**src/design/scp_pkg.sv**
```systemverilog
// Functional notes
// Gate bit for unit 0 at bit 2.
// Gate bit for unit 1 at bit 3.
// Gate bit zero stops that unit's clock.
// Gate register takes bit and byte writes.
// Gate register resets to all zeros.
// Gated-off unit holds defaults, ignores writes.
// Software writes zero to unimplemented gate bits.
// Select bits 7:4 clock b, 3:0 clock a.
// Selector k divides the clock by 2^k.
// No select rewrite while a channel runs.
// Select register accepts 16-bit writes.
// Low byte writable through a byte alias.
// Select register resets to zero.
// Stop channels before changing the clock source.
// Select bits 15:8 read zero, ignore writes.
`default_nettype none
package scp_pkg;
  localparam int scp_units = 2;
  localparam logic [11:0] scp_gate_off = 12'h000;
  localparam logic [11:0] scp_sel0_off = 12'h004;
  localparam logic [11:0] scp_sel1_off = 12'h008;
  localparam logic [11:0] scp_sel0l_off = 12'h00c;
  localparam logic [11:0] scp_sel1l_off = 12'h010;
  localparam logic [11:0] scp_bitset_off = 12'h014;
  localparam logic [11:0] scp_bitclr_off = 12'h018;
  localparam logic [7:0] scp_gate_reset = 8'h00;
  localparam logic [15:0] scp_sel_reset = 16'h0000;
  localparam int scp_gate_bit0 = 2;
  localparam int scp_gate_bit1 = 3;
  localparam int scp_sel_a_lsb = 0;
  localparam int scp_sel_b_lsb = 4;
  localparam int scp_sel_w = 4;
  localparam int scp_div_w = 15;
  typedef struct packed {
    logic [3:0] sel_b;
    logic [3:0] sel_a;
  } scp_sel_t;
endpackage
`default_nettype wire

```
**src/design/scp_prescaler.sv**
```systemverilog
// Added by the designer: register access over APB and the address map.
`timescale 1ns/100ps
`default_nettype none
module scp_prescaler (
  input wire logic pclk,
  input wire logic presetn,
  input wire logic psel,
  input wire logic penable,
  input wire logic pwrite,
  input wire logic [11:0] paddr,
  input wire logic [31:0] pwdata,
  input wire logic [3:0] pstrb,
  output logic [31:0] prdata,
  output logic pready,
  output logic pslverr,
  output logic [1:0] unit_clock_enable,
  output logic [1:0] operation_clock_a,
  output logic [1:0] operation_clock_b
);

  ////////////////////////////////////////////////////////////////////////////
  // Bus decode.

  // Writes act in the access phase; the slave always answers at once.
  logic wr;
  logic rd_setup;
  logic known;
  assign wr = psel & penable & pwrite;
  assign rd_setup = psel & ~penable & ~pwrite;
  always_comb begin
    case (paddr)
      scp_pkg::scp_gate_off, scp_pkg::scp_sel0_off, scp_pkg::scp_sel1_off,
      scp_pkg::scp_sel0l_off, scp_pkg::scp_sel1l_off,
      scp_pkg::scp_bitset_off, scp_pkg::scp_bitclr_off: known = 1'b1;
      default: known = 1'b0;
    endcase
  end

  ////////////////////////////////////////////////////////////////////////////
  // Peripheral clock gate register.

  logic [7:0] peripheral_clock_gate;
  logic [7:0] bit_mask;
  assign bit_mask = 8'h01 << pwdata[2:0];
  // Byte write replaces it; bit set/clear ports emulate one-bit writes.
  always_ff @(posedge pclk or negedge presetn) begin
    if (!presetn) begin
      peripheral_clock_gate <= scp_pkg::scp_gate_reset;
    end else if (wr && pstrb[0]) begin
      if (paddr == scp_pkg::scp_gate_off) begin
        peripheral_clock_gate <= pwdata[7:0];
      end else if (paddr == scp_pkg::scp_bitset_off) begin
        peripheral_clock_gate <= peripheral_clock_gate | bit_mask;
      end else if (paddr == scp_pkg::scp_bitclr_off) begin
        peripheral_clock_gate <= peripheral_clock_gate & ~bit_mask;
      end
    end
  end

  logic [1:0] gate;
  assign gate = {peripheral_clock_gate[scp_pkg::scp_gate_bit1],
                 peripheral_clock_gate[scp_pkg::scp_gate_bit0]};

  ////////////////////////////////////////////////////////////////////////////
  // Per-unit select register and dividers.

  scp_pkg::scp_sel_t sel [scp_pkg::scp_units];
  logic [scp_pkg::scp_div_w-1:0] div [scp_pkg::scp_units];

  genvar u;
  generate
    for (u = 0; u < scp_pkg::scp_units; u++) begin : g_unit
      logic [11:0] word_off;
      logic [11:0] byte_off;
      assign word_off = (u == 0) ? scp_pkg::scp_sel0_off
                                 : scp_pkg::scp_sel1_off;
      assign byte_off = (u == 0) ? scp_pkg::scp_sel0l_off
                                 : scp_pkg::scp_sel1l_off;

      // Select register; upper byte has no storage and reads zero.
      always_ff @(posedge pclk or negedge presetn) begin
        if (!presetn) begin
          sel[u] <= scp_pkg::scp_sel_reset[7:0];
        end else if (!gate[u]) begin
          sel[u] <= scp_pkg::scp_sel_reset[7:0];
        end else if (wr && pstrb[0] &&
                     (paddr == word_off || paddr == byte_off)) begin
          sel[u] <= pwdata[7:0];
        end
      end

      // Free-running divider; a stopped gate clears it to zero to save power.
      always_ff @(posedge pclk or negedge presetn) begin
        if (!presetn) begin
          div[u] <= '0;
        end else if (!gate[u]) begin
          div[u] <= '0;
        end else begin
          div[u] <= div[u] + 1'b1;
        end
      end

      // One-cycle enable pulse each 2^k clocks; k=0 is every cycle.
      function automatic logic tick(input logic [3:0] k,
                                    input logic [14:0] cnt);
        logic [15:0] m;
        m = (16'h0001 << k) - 16'h0001;
        tick = ((cnt & m[14:0]) == m[14:0]);
      endfunction

      always_ff @(posedge pclk or negedge presetn) begin
        if (!presetn) begin
          unit_clock_enable[u] <= 1'b0;
          operation_clock_a[u] <= 1'b0;
          operation_clock_b[u] <= 1'b0;
        end else begin
          unit_clock_enable[u] <= gate[u];
          operation_clock_a[u] <= gate[u] && tick(sel[u].sel_a, div[u]);
          operation_clock_b[u] <= gate[u] && tick(sel[u].sel_b, div[u]);
        end
      end
    end
  endgenerate

  ////////////////////////////////////////////////////////////////////////////
  // Read data and response, registered in the setup cycle.

  always_ff @(posedge pclk or negedge presetn) begin
    if (!presetn) begin
      prdata <= '0;
    end else if (rd_setup) begin
      case (paddr)
        scp_pkg::scp_gate_off: prdata <= {24'h000000, peripheral_clock_gate};
        scp_pkg::scp_sel0_off, scp_pkg::scp_sel0l_off:
          prdata <= {24'h000000, sel[0]};
        scp_pkg::scp_sel1_off, scp_pkg::scp_sel1l_off:
          prdata <= {24'h000000, sel[1]};
        default: prdata <= '0;
      endcase
    end
  end

  // Unmapped addresses get an error response in the access phase.
  always_ff @(posedge pclk or negedge presetn) begin
    if (!presetn) begin
      pready <= 1'b0;
      pslverr <= 1'b0;
    end else begin
      pready <= psel & ~penable;
      pslverr <= psel & ~penable & ~known;
    end
  end
endmodule // scp_prescaler
`default_nettype wire

```
**config.mk**
```make
export PLATFORM = sky130hd
export DESIGN_NAME = scp_prescaler
export DESIGN_NICKNAME = d
export VERILOG_FILES = /design/src/design/scp_pkg.sv /design/src/design/scp_prescaler.sv
export SDC_FILE = /design/constraint.sdc
export NUM_CORES = 1
export LEC_CHECK = 0
export BUFFER_PORTS_ARGS = -buffer_cell sky130_fd_sc_hd__buf_4
export CORE_MARGIN = 1.5
export CORE_UTILIZATION = 56
export CTS_CLUSTER_DIAMETER = 200
export CTS_CLUSTER_SIZE = 8
export DETAILED_ROUTE_END_ITERATION = 10
export PLACE_DENSITY = 0.92
export REMOVE_ABC_BUFFERS = 1
export SLEW_MARGIN = 20
export SYNTH_ARGS = -nofsm -noshare
export SYNTH_HDL_FRONTEND = slang
export SYNTH_SLANG_ARGS = --single-unit
```
**constraint.sdc**
```tcl
create_clock -name pclk -period 6.9 [get_ports pclk]
set_input_delay 0.345 -clock pclk [delete_from_list [all_inputs] [get_ports pclk]]
set_output_delay 0.345 -clock pclk [all_outputs]
set_load 0.02 [all_outputs]
```
==> results of run 1 <==
-- cell usage in the layout (no fill, tap or decap), drive strengths merged, types with 3 or more instances in the layout --
master   netlist  routed
a31oi          6       6
mux2i          3       3
and3           9       9
nand3b         5       5
nand4          6       6
a22o           5       5
nor3b          5       5
nor2          28      28
a21oi         38      38
buf           35      43
nor4          13      13
nand2         68      68
nand3         21      21
nor3          13      13
o221ai         7       7
xnor2         17      17
inv           14      14
ha             6       6
conb           1      24
a2bb2oi        3       3
and2          27      27
o21a           7       7
o21ai         38      38
or4            3       3
dfrtp         70      70
o21bai         4       4
or3            3       3
xor2          13      13
nand2b         4       4
nor2b         12      12
a21boi        19      19
clkbuf        31      13
o22ai          3       3
a21o           6       6
o211ai         7       7
-- per-layer routing --
layer	routed length, um	vias to the layer above	share of wire, %	track usage, %
li1	-	2029	-	-
met2	5840	281	48	42.9
met1	4720	2095	39	34.6
met3	1230	39	10	7.90
met5	0	-	0	0
met4	272	0	2.3	10.3
-- per-stage QoR --
stage | hold WS [ps] | util (%)
6_report | 91.3 | 63.2
5_1_grt | 171 | 63.2
4_1_cts | 146 | 63.2
3_5_place_dp | 479 | 60.4
3_3_place_gp | 471 | 60.4
2_1_floorplan | 49.4 | -
-- cell usage after synthesis (all sizes together), types with 3 or more instances --
| cell type | n |
|---|---|
| nor3b | 5 |
| o221ai | 7 |
| a21oi | 38 |
| and2 | 27 |
| dfrtp | 70 |
| a21o | 6 |
| nand2 | 68 |
| o21bai | 4 |
| mux2i | 3 |
| or3 | 3 |
| o211ai | 7 |
| o21a | 7 |
| and3 | 9 |
| nor3 | 13 |
| nor2b | 12 |
| nor4 | 13 |
| nand4 | 6 |
| nand2b | 4 |
| a22o | 5 |
| a2bb2oi | 3 |
| xnor2 | 17 |
| o21ai | 38 |
| o22ai | 3 |
| clkbuf | 31 |
| or4 | 3 |
| buf | 35 |
| ha | 6 |
| inv | 14 |
| nand3 | 21 |
| nor2 | 28 |
| a21boi | 19 |
| nand3b | 5 |
| xor2 | 13 |
| a31oi | 6 |
-- power groups by stage --
stage	Clock, W	Sequential [W]	Combinational (W)
detailed placement	0	0.000467	0.000114
floorplan	0	0.000458	0.0000697
global route	0.000407	0.000464	0.000128
finish	0.000387	0.000461	0.000115
CTS	0.000390	0.000459	0.000115
global placement	0	0.000466	0.000105
-- final cells by class --
cell class,instances,area [um2],area share [%]
multi-input cells,450,2750,52.5
well taps,105,131,2.50
clock inverters,3,65.1,1.24
repair buffers,43,323,6.15
clock buffers,13,169,3.22
inverters,14,52.6,1.00
flip-flops and latches,70,1750,33.4
-- worst max-delay path, delay by kind of cell (launching register included) --
| kind | cells | cell delay, ps |
|---|---|---|
| DFF | 1 | 550 |
| AOI/OAI and AO/OA | 1 | 60 |
| and+or+nand+nor | 6 | 1630 |
| adders and majority gates | 1 | 370 |
-- logic make-up (layout without fill, tap and decap cells) --
kind of cell	after synthesis	count (layout)	share of synthesized area (%)
simple gates	221	221	24.1
compound gates	165	165	23.2
buf+inv	80	73	8.59
flops	70	70	36.2
xor+xnor	30	30	5.43
fa+ha+maj	6	6	1.55
mux	4	4	0.854
other cells	1	24	0.0776
-- worst paths after layout --
check	start	cells past startpoint	endpoint	slack, ps
worst max-delay path	sel[9]	8	operation_clock_a[0]	4170
worst min-delay path	presetn	1	div[8]	90
worst max register to register	sel[9]	8	operation_clock_a[0]	4170
worst min register to register	prdata[2]	2	prdata[2]	500
max in group asynchronous	presetn	1	sel[2]	6210
min in group pclk	penable	2	pready	170
==> run_summary.xml, run 1 <==
<?xml version="1.0" encoding="UTF-8"?>
<metrics>
  <group name="clocking">
    <metric name="numClockSinks" unit="">70</metric>
    <metric name="cts_post_setup_buffers_inserted" unit="">0</metric>
    <metric name="post_cts_resize_count" unit="">0</metric>
    <metric name="htree_num_levels" unit="">3</metric>
    <metric name="cts.reportedPaths.clkPinSlew" unit="ps">80</metric>
    <metric name="cts_hold_buf" unit="">0</metric>
    <metric name="cts-buffers-inserted" unit="">9</metric>
    <metric name="cts_tree" unit="">done</metric>
    <metric name="largest_buffer_count_on_any_clock_path" unit="">2</metric>
    <metric name="clk-insertion-delay-late" unit="ps">360</metric>
    <metric name="cts.root.buffer_cell" unit="">clkbuf_8</metric>
  </group>
  <group name="critical_path">
    <metric name="timing.critical_path.cells" unit="">nor2_1 -&gt; nand3b_1 -&gt; ha_1 -&gt; nor2b_1 -&gt; nand2_1 -&gt; a21oi_1 -&gt; or4_1 -&gt; nor4_1</metric>
    <metric name="critPathLaunchType" unit="">flop</metric>
    <metric name="end_kind" unit="">flop</metric>
    <metric name="critPathRequiredTime" unit="ps">7140</metric>
    <metric name="start_to_end_type_of_the_worst_setup_path" unit="">flop to flop</metric>
    <metric name="largest_stage_delay_on_the_critical_path" unit="ps">550</metric>
    <metric name="worst_ep_arrival_time" unit="ps">2970</metric>
    <metric name="critical_path.slowest_cell" unit="">dfrtp_1</metric>
    <metric name="worst_path_max_fanout" unit="">15</metric>
  </group>
  <group name="logic_synthesis">
    <metric name="yosys_warns" unit="">0</metric>
    <metric name="syn_area_per_cell" unit="um2">8.38</metric>
    <metric name="synth.cell_area" unit="mm2">0.00483</metric>
    <metric name="synth_edf_count" unit="">0</metric>
    <metric name="synth_cell_type_count" unit="">64</metric>
    <metric name="postSynthRegisterBits" unit="">70</metric>
    <metric name="synth_top_cell_area_share" unit="%">36.2</metric>
    <metric name="synth_cells" unit="">577</metric>
    <metric name="ys_dominant_reg_cell" unit="">dfrtp_1</metric>
    <metric name="synth_seq_area_share" unit="%">36.2</metric>
    <metric name="async_reset_ff_share" unit="%">100</metric>
    <metric name="post-synth-top-area-cell" unit="">dfrtp_1</metric>
    <metric name="yosys-top-cells-area" unit="">dfrtp_1 36%, nand2_1 5.3%, buf_4 4.0%</metric>
  </group>
  <group name="power_and_ir_drop">
    <metric name="netSwitchingFraction" unit="%">26.7</metric>
    <metric name="net-switching-power" unit="W">0.000257</metric>
    <metric name="cellInternalPower" unit="W">0.000706</metric>
    <metric name="finalPower" unit="W">0.000963</metric>
    <metric name="ir_drop" unit="mV">0.181</metric>
    <metric name="power.density_cell_area" unit="mW/mm2">184</metric>
    <metric name="seqPwrFrac" unit="%">47.9</metric>
    <metric name="share_clk_of_total_power" unit="%">40.2</metric>
    <metric name="power_leakage" unit="nW">2.22</metric>
    <metric name="comb_power_share" unit="%">12.0</metric>
  </group>
  <group name="grt">
    <metric name="grt_pass1_vias" unit="">4049</metric>
    <metric name="initial_antenna_violation_count" unit="">0</metric>
    <metric name="grt_util_all_layers" unit="%">27.0</metric>
    <metric name="grt_pass1_wl" unit="um">19300</metric>
    <metric name="maximum_number_of_pins_on_one_net_before_global_route_repair" unit="">71</metric>
    <metric name="overall_overflow_remaining_after_global_route" unit="">0</metric>
  </group>
  <group name="route">
    <metric name="route.detailed.drc" unit="">0</metric>
    <metric name="drt-pass1-iter-count" unit="">6</metric>
    <metric name="post_drt_wl_per_cell" unit="um">17.3</metric>
    <metric name="routed_wl" unit="um">12100</metric>
    <metric name="post_drt_via_cell_ratio" unit="">6.37</metric>
    <metric name="dr.first_iter.drc_count" unit="">439</metric>
    <metric name="dr_total_vias" unit="">4444</metric>
    <metric name="final_antenna_net_count" unit="">0</metric>
  </group>
  <group name="placement">
    <metric name="dp_slack" unit="ps">4280</metric>
    <metric name="post_dp_cell_area" unit="mm2">0.00501</metric>
    <metric name="portBuffers" unit="">41</metric>
    <metric name="globalplace.congestion" unit="">0.969</metric>
    <metric name="dp_hpwl" unit="um">8150</metric>
    <metric name="dpl.cell_count" unit="">682</metric>
  </group>
  <group name="timing">
    <metric name="timing.final.setup_violations" unit="">0</metric>
    <metric name="setup_total_negative_slack" unit="ps">0</metric>
    <metric name="worst_slew_margin_rel" unit="%">41.2</metric>
    <metric name="worst-slew-pin-transition" unit="ps">883</metric>
    <metric name="layout_min_cycle_time" unit="ps">2730</metric>
    <metric name="final-hold-violation-count" unit="">0</metric>
    <metric name="rsz0062_at_grt" unit="">false</metric>
    <metric name="skew" unit="ps">8.84</metric>
    <metric name="final-max-slew-violation-count" unit="">0</metric>
    <metric name="layout_worst_path_cycle_share" unit="%">39.6</metric>
    <metric name="fmaxAchievable" unit="MHz">366</metric>
    <metric name="postLayoutSetupSlackWorst" unit="ps">4170</metric>
  </group>
  <group name="floorplanning">
    <metric name="chipHeight" unit="um">95.9</metric>
    <metric name="fp-row-count" unit="">33</metric>
    <metric name="die_w" unit="um">95.9</metric>
    <metric name="core" unit="mm2">0.00830</metric>
    <metric name="initial_utilization" unit="%">58.3</metric>
    <metric name="pin_count" unit="">93</metric>
    <metric name="design.die.area" unit="mm2">0.00920</metric>
  </group>
  <group name="final_layout">
    <metric name="insertedDiodeCount" unit="">0</metric>
    <metric name="post_route_cells_drive_above_1_share" unit="%">12.5</metric>
    <metric name="syn_to_final_growth" unit="%">8.51</metric>
    <metric name="fin_area" unit="mm2">0.00525</metric>
    <metric name="post_layout_nonfiller_instances" unit="">698</metric>
    <metric name="nFillCells" unit="">666</metric>
    <metric name="nets" unit="">647</metric>
  </group>
  <group name="run_status">
    <metric name="status" unit="">completed</metric>
  </group>
  <group name="job">
    <metric name="maxCapViolations" unit="">0</metric>
  </group>
  <group name="min_path">
    <metric name="min-delay-path-class" unit="">primary input to async pin</metric>
  </group>
</metrics>
(Power assumes the default switching activity.)
==> run 2, diff against run 1 <==
--- a/config.mk
+++ b/config.mk
@@ -5,13 +5,14 @@
 export SDC_FILE = /design/constraint.sdc
 export NUM_CORES = 1
 export LEC_CHECK = 0
+export ABC_AREA = 1
 export BUFFER_PORTS_ARGS = -buffer_cell sky130_fd_sc_hd__buf_4
 export CORE_MARGIN = 1.5
-export CORE_UTILIZATION = 56
+export CORE_UTILIZATION = 52
 export CTS_CLUSTER_DIAMETER = 200
 export CTS_CLUSTER_SIZE = 8
 export DETAILED_ROUTE_END_ITERATION = 10
-export PLACE_DENSITY = 0.92
+export PLACE_DENSITY = 0.89
 export REMOVE_ABC_BUFFERS = 1
 export SLEW_MARGIN = 20
 export SYNTH_ARGS = -nofsm -noshare
==> constraint.sdc (replaced) <==
create_clock -name pclk -period 2.2 [get_ports pclk]
set_input_delay 0.11 -clock pclk [delete_from_list [all_inputs] [get_ports pclk]]
set_output_delay 0.11 -clock pclk [all_outputs]
set_load 0.02 [all_outputs]
==> run 2 against run 1 <==
Compared with the run above: critical path depth rose by 2; non-clock buffer count rose by 12; highest routed layer unchanged; cell area rose by 13%; register-to-register slack got worse by 3900 ps; power rose to 2.9 times the previous value; critical endpoint is now operation_clock_a[1]; worst setup slack got worse by 3900 ps; combinational power rose by 47%; hold slack got worse by 77 ps; global-route usage fell by 2.6 points; core utilization fell by 3.3 points; clock power rose to 3.4 times the previous value.
==> run_summary.xml, run 2 <==
<?xml version="1.0" encoding="UTF-8"?>
<metrics>
  <group name="floorplanning">
    <metric name="core" unit="mm2">0.00986</metric>
    <metric name="design.die.area" unit="mm2">0.0109</metric>
    <metric name="die_w" unit="um">104</metric>
    <metric name="pin_count" unit="">93</metric>
    <metric name="chipHeight" unit="um">104</metric>
    <metric name="fp-row-count" unit="">36</metric>
    <metric name="initial_utilization" unit="%">54.0</metric>
  </group>
  <group name="grt">
    <metric name="grt_pass1_wl" unit="um">21500</metric>
    <metric name="grt_pass1_vias" unit="">4658</metric>
    <metric name="overall_overflow_remaining_after_global_route" unit="">0</metric>
    <metric name="maximum_number_of_pins_on_one_net_before_global_route_repair" unit="">71</metric>
    <metric name="initial_antenna_violation_count" unit="">0</metric>
    <metric name="grt_util_all_layers" unit="%">24.4</metric>
  </group>
  <group name="logic_synthesis">
    <metric name="post-synth-top-area-cell" unit="">dfrtp_1</metric>
    <metric name="yosys_warns" unit="">0</metric>
    <metric name="synth_cells" unit="">791</metric>
    <metric name="ys_dominant_reg_cell" unit="">dfrtp_1</metric>
    <metric name="synth.most_common_cell" unit="">nand2_1</metric>
    <metric name="synth.cell_area" unit="mm2">0.00533</metric>
    <metric name="syn_area_per_cell" unit="um2">6.73</metric>
    <metric name="async_reset_ff_share" unit="%">100</metric>
    <metric name="postSynthRegisterBits" unit="">70</metric>
    <metric name="yosys-top-cells-area" unit="">dfrtp_1 33%, nand2_1 14%, nand3_1 9.8%</metric>
    <metric name="synth_top_cell_area_share" unit="%">32.9</metric>
    <metric name="synth.cells.most_frequent" unit="">200 x nand2_1, 104 x nand3_1, 96 x inv_1</metric>
    <metric name="synth_edf_count" unit="">0</metric>
    <metric name="synth_seq_area_share" unit="%">32.9</metric>
    <metric name="synth_cell_type_count" unit="">40</metric>
  </group>
  <group name="clocking">
    <metric name="cts_post_setup_buffers_inserted" unit="">0</metric>
    <metric name="cts.root.buffer_cell" unit="">clkbuf_8</metric>
    <metric name="cts.reportedPaths.clkPinSlew" unit="ps">80</metric>
    <metric name="cts-buffers-inserted" unit="">9</metric>
    <metric name="numClockSinks" unit="">70</metric>
    <metric name="clk-insertion-delay-late" unit="ps">360</metric>
    <metric name="largest_buffer_count_on_any_clock_path" unit="">2</metric>
    <metric name="htree_num_levels" unit="">3</metric>
    <metric name="cts_tree" unit="">done</metric>
  </group>
  <group name="timing">
    <metric name="worst_slew_margin_rel" unit="%">41.1</metric>
    <metric name="setup_total_negative_slack" unit="ps">0</metric>
    <metric name="worst-slew-pin-transition" unit="ps">883</metric>
    <metric name="layout_min_cycle_time" unit="ps">1930</metric>
    <metric name="skew" unit="ps">9.99</metric>
    <metric name="layout_worst_path_cycle_share" unit="%">87.8</metric>
    <metric name="fmaxAchievable" unit="MHz">517</metric>
    <metric name="final-max-slew-violation-count" unit="">0</metric>
    <metric name="rsz0062_at_grt" unit="">false</metric>
    <metric name="final.hold.worst_slack" unit="ps">14.1</metric>
    <metric name="timing.final.setup_violations" unit="">0</metric>
    <metric name="final-hold-violation-count" unit="">0</metric>
  </group>
  <group name="power_and_ir_drop">
    <metric name="power.density_cell_area" unit="mW/mm2">469</metric>
    <metric name="power_leakage" unit="nW">2.92</metric>
    <metric name="netSwitchingFraction" unit="%">23.5</metric>
    <metric name="net-switching-power" unit="W">0.000651</metric>
    <metric name="comb_power_share" unit="%">6.1</metric>
    <metric name="share_clk_of_total_power" unit="%">47.4</metric>
    <metric name="ir_drop" unit="mV">0.274</metric>
    <metric name="seqPwrFrac" unit="%">46.5</metric>
    <metric name="cellInternalPower" unit="W">0.00212</metric>
  </group>
  <group name="route">
    <metric name="post_drt_via_cell_ratio" unit="">5.40</metric>
    <metric name="route.detailed.drc" unit="">0</metric>
    <metric name="route.met3.wl" unit="um">883</metric>
    <metric name="route.met2.wl" unit="um">6190</metric>
    <metric name="post_drt_wl_per_cell" unit="um">13.2</metric>
    <metric name="final_antenna_net_count" unit="">0</metric>
    <metric name="met1Wirelength" unit="um">5430</metric>
    <metric name="dr_total_vias" unit="">5257</metric>
    <metric name="dr.first_iter.drc_count" unit="">503</metric>
    <metric name="routed_wl" unit="um">12800</metric>
    <metric name="highest_layer" unit="">met4</metric>
    <metric name="drt-pass1-iter-count" unit="">6</metric>
  </group>
  <group name="critical_path">
    <metric name="start_to_end_type_of_the_worst_setup_path" unit="">flop to flop</metric>
    <metric name="regToRegStartpoint" unit="">sel[1]</metric>
    <metric name="critPathLaunchType" unit="">flop</metric>
    <metric name="critical_path.startpoint" unit="">sel[1]</metric>
    <metric name="worst_path_max_fanout" unit="">10</metric>
    <metric name="critPathRequiredTime" unit="ps">2490</metric>
    <metric name="end_kind" unit="">flop</metric>
    <metric name="worst_ep_arrival_time" unit="ps">2230</metric>
  </group>
  <group name="final_layout">
    <metric name="most-common-layout-cells" unit="">200 x nand2_1, 104 x nand3_1, 96 x inv_1</metric>
    <metric name="post_route_cells_drive_above_1_share" unit="%">13.9</metric>
    <metric name="nets" unit="">894</metric>
    <metric name="nFillCells" unit="">919</metric>
    <metric name="post_layout_nonfiller_instances" unit="">973</metric>
    <metric name="layout_commonest_cell" unit="">nand2_1</metric>
    <metric name="fin_area" unit="mm2">0.00591</metric>
    <metric name="syn_to_final_growth" unit="%">11.0</metric>
    <metric name="insertedDiodeCount" unit="">0</metric>
  </group>
  <group name="min_path">
    <metric name="start_point_of_the_worst_hold_path" unit="">psel</metric>
    <metric name="min-delay-path-class" unit="">primary input to flop</metric>
  </group>
  <group name="placement">
    <metric name="post_dp_cell_area" unit="mm2">0.00564</metric>
    <metric name="dpl.cell_count" unit="">955</metric>
    <metric name="globalplace.congestion" unit="">0.968</metric>
    <metric name="dp_hpwl" unit="um">9460</metric>
    <metric name="portBuffers" unit="">41</metric>
  </group>
  <group name="job">
    <metric name="maxCapViolations" unit="">0</metric>
  </group>
  <group name="run_status">
    <metric name="status" unit="">completed</metric>
  </group>
</metrics>
## run 2: final cells by class
| cell class | instances | area (um2) | share of cell area, % |
|---|---|---|---|
| multi-input combinational | 599 | 2950 | 49.9 |
| sequential | 70 | 1750 | 29.6 |
| timing repair buffer | 55 | 418 | 7.07 |
| inverter | 100 | 380 | 6.43 |
| tap | 133 | 166 | 2.81 |
| clock buffer | 11 | 141 | 2.39 |
| clock inverter | 5 | 106 | 1.80 |
## run 2: per-stage QoR
stage	worst slack (ps)	power (W)	util [%]
CTS	226	0.00278	59.9
global route	37.0	0.00285	59.9
detailed placement	262	0.00148	57.1
global placement	313	0.00148	57.1
finish	268	0.00277	59.9
floorplan	467	0.00139	-
## run 2: kinds of logic (layout without fill, tap and decap cells)
family / Yosys count / in the layout / synth area share, %
AND/OR/NAND/NOR: 466 / 466 / 41.5
flip-flops: 70 / 70 / 32.9
adder cells (fa/ha/maj): 6 / 6 / 1.41
XOR/XNOR: 2 / 2 / 0.329
AO/OA/AOI/OAI: 101 / 101 / 10.2
other: 1 / 24 / 0.0704
buffers and inverters: 145 / 171 / 13.5
## run 2: path summary, 6_finish.rpt
kind / endpoint / slack [ps] / cells past startpoint
worst max-delay path: operation_clock_a[1] / 270 / 10
worst min-delay path: pready / 10 / 3
worst max register to register: operation_clock_a[1] / 270 / 10
worst min register to register: div[0] / 490 / 1
max in group asynchronous: div[17] / 1230 / 2
min in group asynchronous: operation_clock_b[1] / 410 / 2
## run 2: routing by layer
metal | track usage, % | up-vias
met5 | 0 | -
met1 | 32.2 | 2384
met4 | 9.13 | 0
met2 | 39.7 | 219
li1 | - | 2621
met3 | 4.64 | 33
## run 2: worst max-delay path, stage by stage, from the launching register on
cell     delay, ps
dfrtp_1        490
nor2_1         310
nand2_1        130
ha_1           250
inv_1          120
o21ai_0        120
nand3_1         90
nand3_1        100
nor2_1         100
nand2_1         50
nor2_1         100
## run 2: power by group through the flow
stage	clock (W)	sequential, W	combinational (W)
floorplan	0	0.00132	0.0000773
CTS	0.00132	0.00129	0.000170
global placement	0	0.00131	0.000164
finish	0.00131	0.00129	0.000169
global route	0.00138	0.00129	0.000186
detailed placement	0	0.00131	0.000167
## run 2: what timing repair did
action,4_1_cts,5_1_grt
hold buffers,2,0
resized for setup,0,2
endpoints found under the hold margin,71,0
setup endpoints to repair,0,1
==> run 3, diff against run 2 <==
--- a/config.mk
+++ b/config.mk
@@ -12,7 +12,7 @@
 export CTS_CLUSTER_DIAMETER = 200
 export CTS_CLUSTER_SIZE = 8
 export DETAILED_ROUTE_END_ITERATION = 10
-export PLACE_DENSITY = 0.89
+export PLACE_DENSITY = 0.74
 export REMOVE_ABC_BUFFERS = 1
 export SLEW_MARGIN = 20
 export SYNTH_ARGS = -nofsm -noshare
==> run 3 against run 2 <==
Compared with the run above: largest cell class unchanged; first-iteration DRC count down 21%; combinational power about the same; final cell count down 0.31%; clock power down 25%; largest power group is now sequential cells; non-clock buffer count down 3; power down 12%; clock skew down 1.6 ps; critical path type unchanged.
==> run_summary.xml, run 3 (synthesis results as in run 2) <==
<?xml version="1.0" encoding="UTF-8"?>
<metrics>
  <group name="final_layout">
    <metric name="layout_commonest_cell" unit="">nand2_1</metric>
    <metric name="insertedDiodeCount" unit="">0</metric>
    <metric name="nFillCells" unit="">928</metric>
    <metric name="nets" unit="">891</metric>
    <metric name="most-common-layout-cells" unit="">200 x nand2_1, 104 x nand3_1, 96 x inv_1</metric>
    <metric name="post_route_cells_drive_above_1_share" unit="%">13.6</metric>
    <metric name="post_layout_nonfiller_instances" unit="">970</metric>
    <metric name="fin_area" unit="mm2">0.00582</metric>
    <metric name="syn_to_final_growth" unit="%">9.35</metric>
  </group>
  <group name="clocking">
    <metric name="numClockSinks" unit="">70</metric>
    <metric name="htree_num_levels" unit="">3</metric>
    <metric name="clk-insertion-delay-late" unit="ps">350</metric>
    <metric name="cts-buffers-inserted" unit="">9</metric>
    <metric name="largest_buffer_count_on_any_clock_path" unit="">2</metric>
    <metric name="cts_tree" unit="">done</metric>
    <metric name="cts.root.buffer_cell" unit="">clkbuf_8</metric>
    <metric name="cts.reportedPaths.clkPinSlew" unit="ps">80</metric>
  </group>
  <group name="grt">
    <metric name="grt_pass1_wl" unit="um">23400</metric>
    <metric name="overall_overflow_remaining_after_global_route" unit="">0</metric>
    <metric name="initial_antenna_violation_count" unit="">0</metric>
    <metric name="grt_util_all_layers" unit="%">26.4</metric>
    <metric name="maximum_number_of_pins_on_one_net_before_global_route_repair" unit="">71</metric>
    <metric name="grt_pass1_vias" unit="">4881</metric>
  </group>
  <group name="timing">
    <metric name="fmaxAchievable" unit="MHz">484</metric>
    <metric name="skew" unit="ps">8.34</metric>
    <metric name="layout_min_cycle_time" unit="ps">2070</metric>
    <metric name="layout_worst_path_cycle_share" unit="%">93.9</metric>
    <metric name="rsz0062_at_grt" unit="">false</metric>
    <metric name="worst_slew_margin_rel" unit="%">39.9</metric>
    <metric name="setup_total_negative_slack" unit="ps">0</metric>
    <metric name="worst-slew-pin-transition" unit="ps">901</metric>
    <metric name="timing.final.setup_violations" unit="">0</metric>
    <metric name="final-max-slew-violation-count" unit="">0</metric>
    <metric name="final-hold-violation-count" unit="">0</metric>
  </group>
  <group name="placement">
    <metric name="globalplace.congestion" unit="">0.899</metric>
    <metric name="dpl.cell_count" unit="">952</metric>
    <metric name="dp_hpwl" unit="um">10400</metric>
    <metric name="post_dp_cell_area" unit="mm2">0.00561</metric>
    <metric name="portBuffers" unit="">41</metric>
  </group>
  <group name="floorplanning">
    <metric name="core" unit="mm2">0.00986</metric>
    <metric name="pin_count" unit="">93</metric>
    <metric name="initial_utilization" unit="%">54.0</metric>
    <metric name="design.die.area" unit="mm2">0.0109</metric>
    <metric name="chipHeight" unit="um">104</metric>
    <metric name="die_w" unit="um">104</metric>
    <metric name="fp-row-count" unit="">36</metric>
  </group>
  <group name="critical_path">
    <metric name="worst_path_max_fanout" unit="">9</metric>
    <metric name="end_kind" unit="">flop</metric>
    <metric name="critPathRequiredTime" unit="ps">2480</metric>
    <metric name="critPathLaunchType" unit="">flop</metric>
    <metric name="worst_ep_arrival_time" unit="ps">2350</metric>
    <metric name="start_to_end_type_of_the_worst_setup_path" unit="">flop to flop</metric>
  </group>
  <group name="job">
    <metric name="maxCapViolations" unit="">0</metric>
  </group>
  <group name="power_and_ir_drop">
    <metric name="finalPower" unit="W">0.00244</metric>
    <metric name="cellInternalPower" unit="W">0.00181</metric>
    <metric name="netSwitchingFraction" unit="%">25.8</metric>
    <metric name="share_clk_of_total_power" unit="%">40.1</metric>
    <metric name="net-switching-power" unit="W">0.000630</metric>
    <metric name="ir_drop" unit="mV">0.240</metric>
    <metric name="comb_power_share" unit="%">7.0</metric>
    <metric name="power_leakage" unit="nW">2.87</metric>
    <metric name="power.density_cell_area" unit="mW/mm2">419</metric>
    <metric name="seqPwrFrac" unit="%">52.8</metric>
  </group>
  <group name="route">
    <metric name="post_drt_via_cell_ratio" unit="">5.38</metric>
    <metric name="final_antenna_net_count" unit="">0</metric>
    <metric name="route.detailed.drc" unit="">0</metric>
    <metric name="routed_wl" unit="um">13700</metric>
    <metric name="drt-pass1-iter-count" unit="">6</metric>
    <metric name="dr_total_vias" unit="">5220</metric>
    <metric name="post_drt_wl_per_cell" unit="um">14.1</metric>
    <metric name="dr.first_iter.drc_count" unit="">396</metric>
  </group>
  <group name="min_path">
    <metric name="min-delay-path-class" unit="">primary input to flop</metric>
  </group>
  <group name="run_status">
    <metric name="status" unit="">completed</metric>
  </group>
</metrics>
==> run 3: cell type report <==
type | count | area [um2] | area share, %
Clock buffer | 12 | 155 | 2.66
Clock inverter | 4 | 30.0 | 0.516
Inverter | 100 | 380 | 6.53
Multi-Input combinational cell | 599 | 2940 | 50.6
Sequential cell | 70 | 1750 | 30.1
Tap cell | 133 | 166 | 2.86
Timing Repair Buffer | 52 | 395 | 6.79
==> run 3: final timing paths <==
check	from	endpoint	slack, ps	cells after the start
setup / recovery	sel[15]	operation_clock_b[0]	130	9
hold / removal	pwdata[5]	sel[13]	40	3
setup reg to reg	sel[15]	operation_clock_b[0]	130	9
hold reg to reg	prdata[0]	prdata[0]	490	2
max in group asynchronous	presetn	prdata[6]	1190	2
min in group asynchronous	presetn	operation_clock_b[1]	420	2
==> run 3: per-layer routing <==
metal  vias to the layer above  routed length [um]  GRT usage (%)  share of wire (%)
met5                         -                   0              0                  0
met4                         0                 253           8.33                1.8
li1                       2612                   -              -                  -
met3                        32                 769           4.70                5.6
met2                       172                6670           44.6                 49
met1                      2404                6030           34.6                 44
==> run 3: what timing repair did <==
item | CTS | global route
hold endpoints to repair | 71 | 0
setup endpoints to repair | 0 | 1
setup buffers | 0 | 0
resized for setup | 0 | 1
hold buffers | 2 | 0
==> run 3: power by group through the flow <==
stage	Clock (W)	Sequential, W	Combinational (W)
after detailed placement	0	0.00131	0.000169
after floorplan	0	0.00132	0.0000773
after global placement	0	0.00131	0.000166
after CTS	0.00101	0.00129	0.000172
after global routing	0.00106	0.00129	0.000189
final	0.000979	0.00129	0.000172
==> run 3: worst max-delay path: stages, from the launching register on <==
cell	delay [ps]
dfrtp_1	490
nor2_1	320
nand3_1	180
ha_1	300
inv_1	90
nor2_1	70
or2_2	300
nand3_1	80
nand3_1	80
nor2_1	90
==> run 3: metrics by stage <==
| step | hold slack, ps | utilization, % | worst slack, ps |
|---|---|---|---|
| finish | 38.8 | 59.0 | 133 |
| global route | 26.7 | 59.0 | 1.39 |
| CTS | 13.9 | 59.0 | 201 |
| detailed placement | 294 | 56.9 | 239 |
| global placement | 291 | 56.9 | 309 |
| floorplan | -186 | - | 467 |
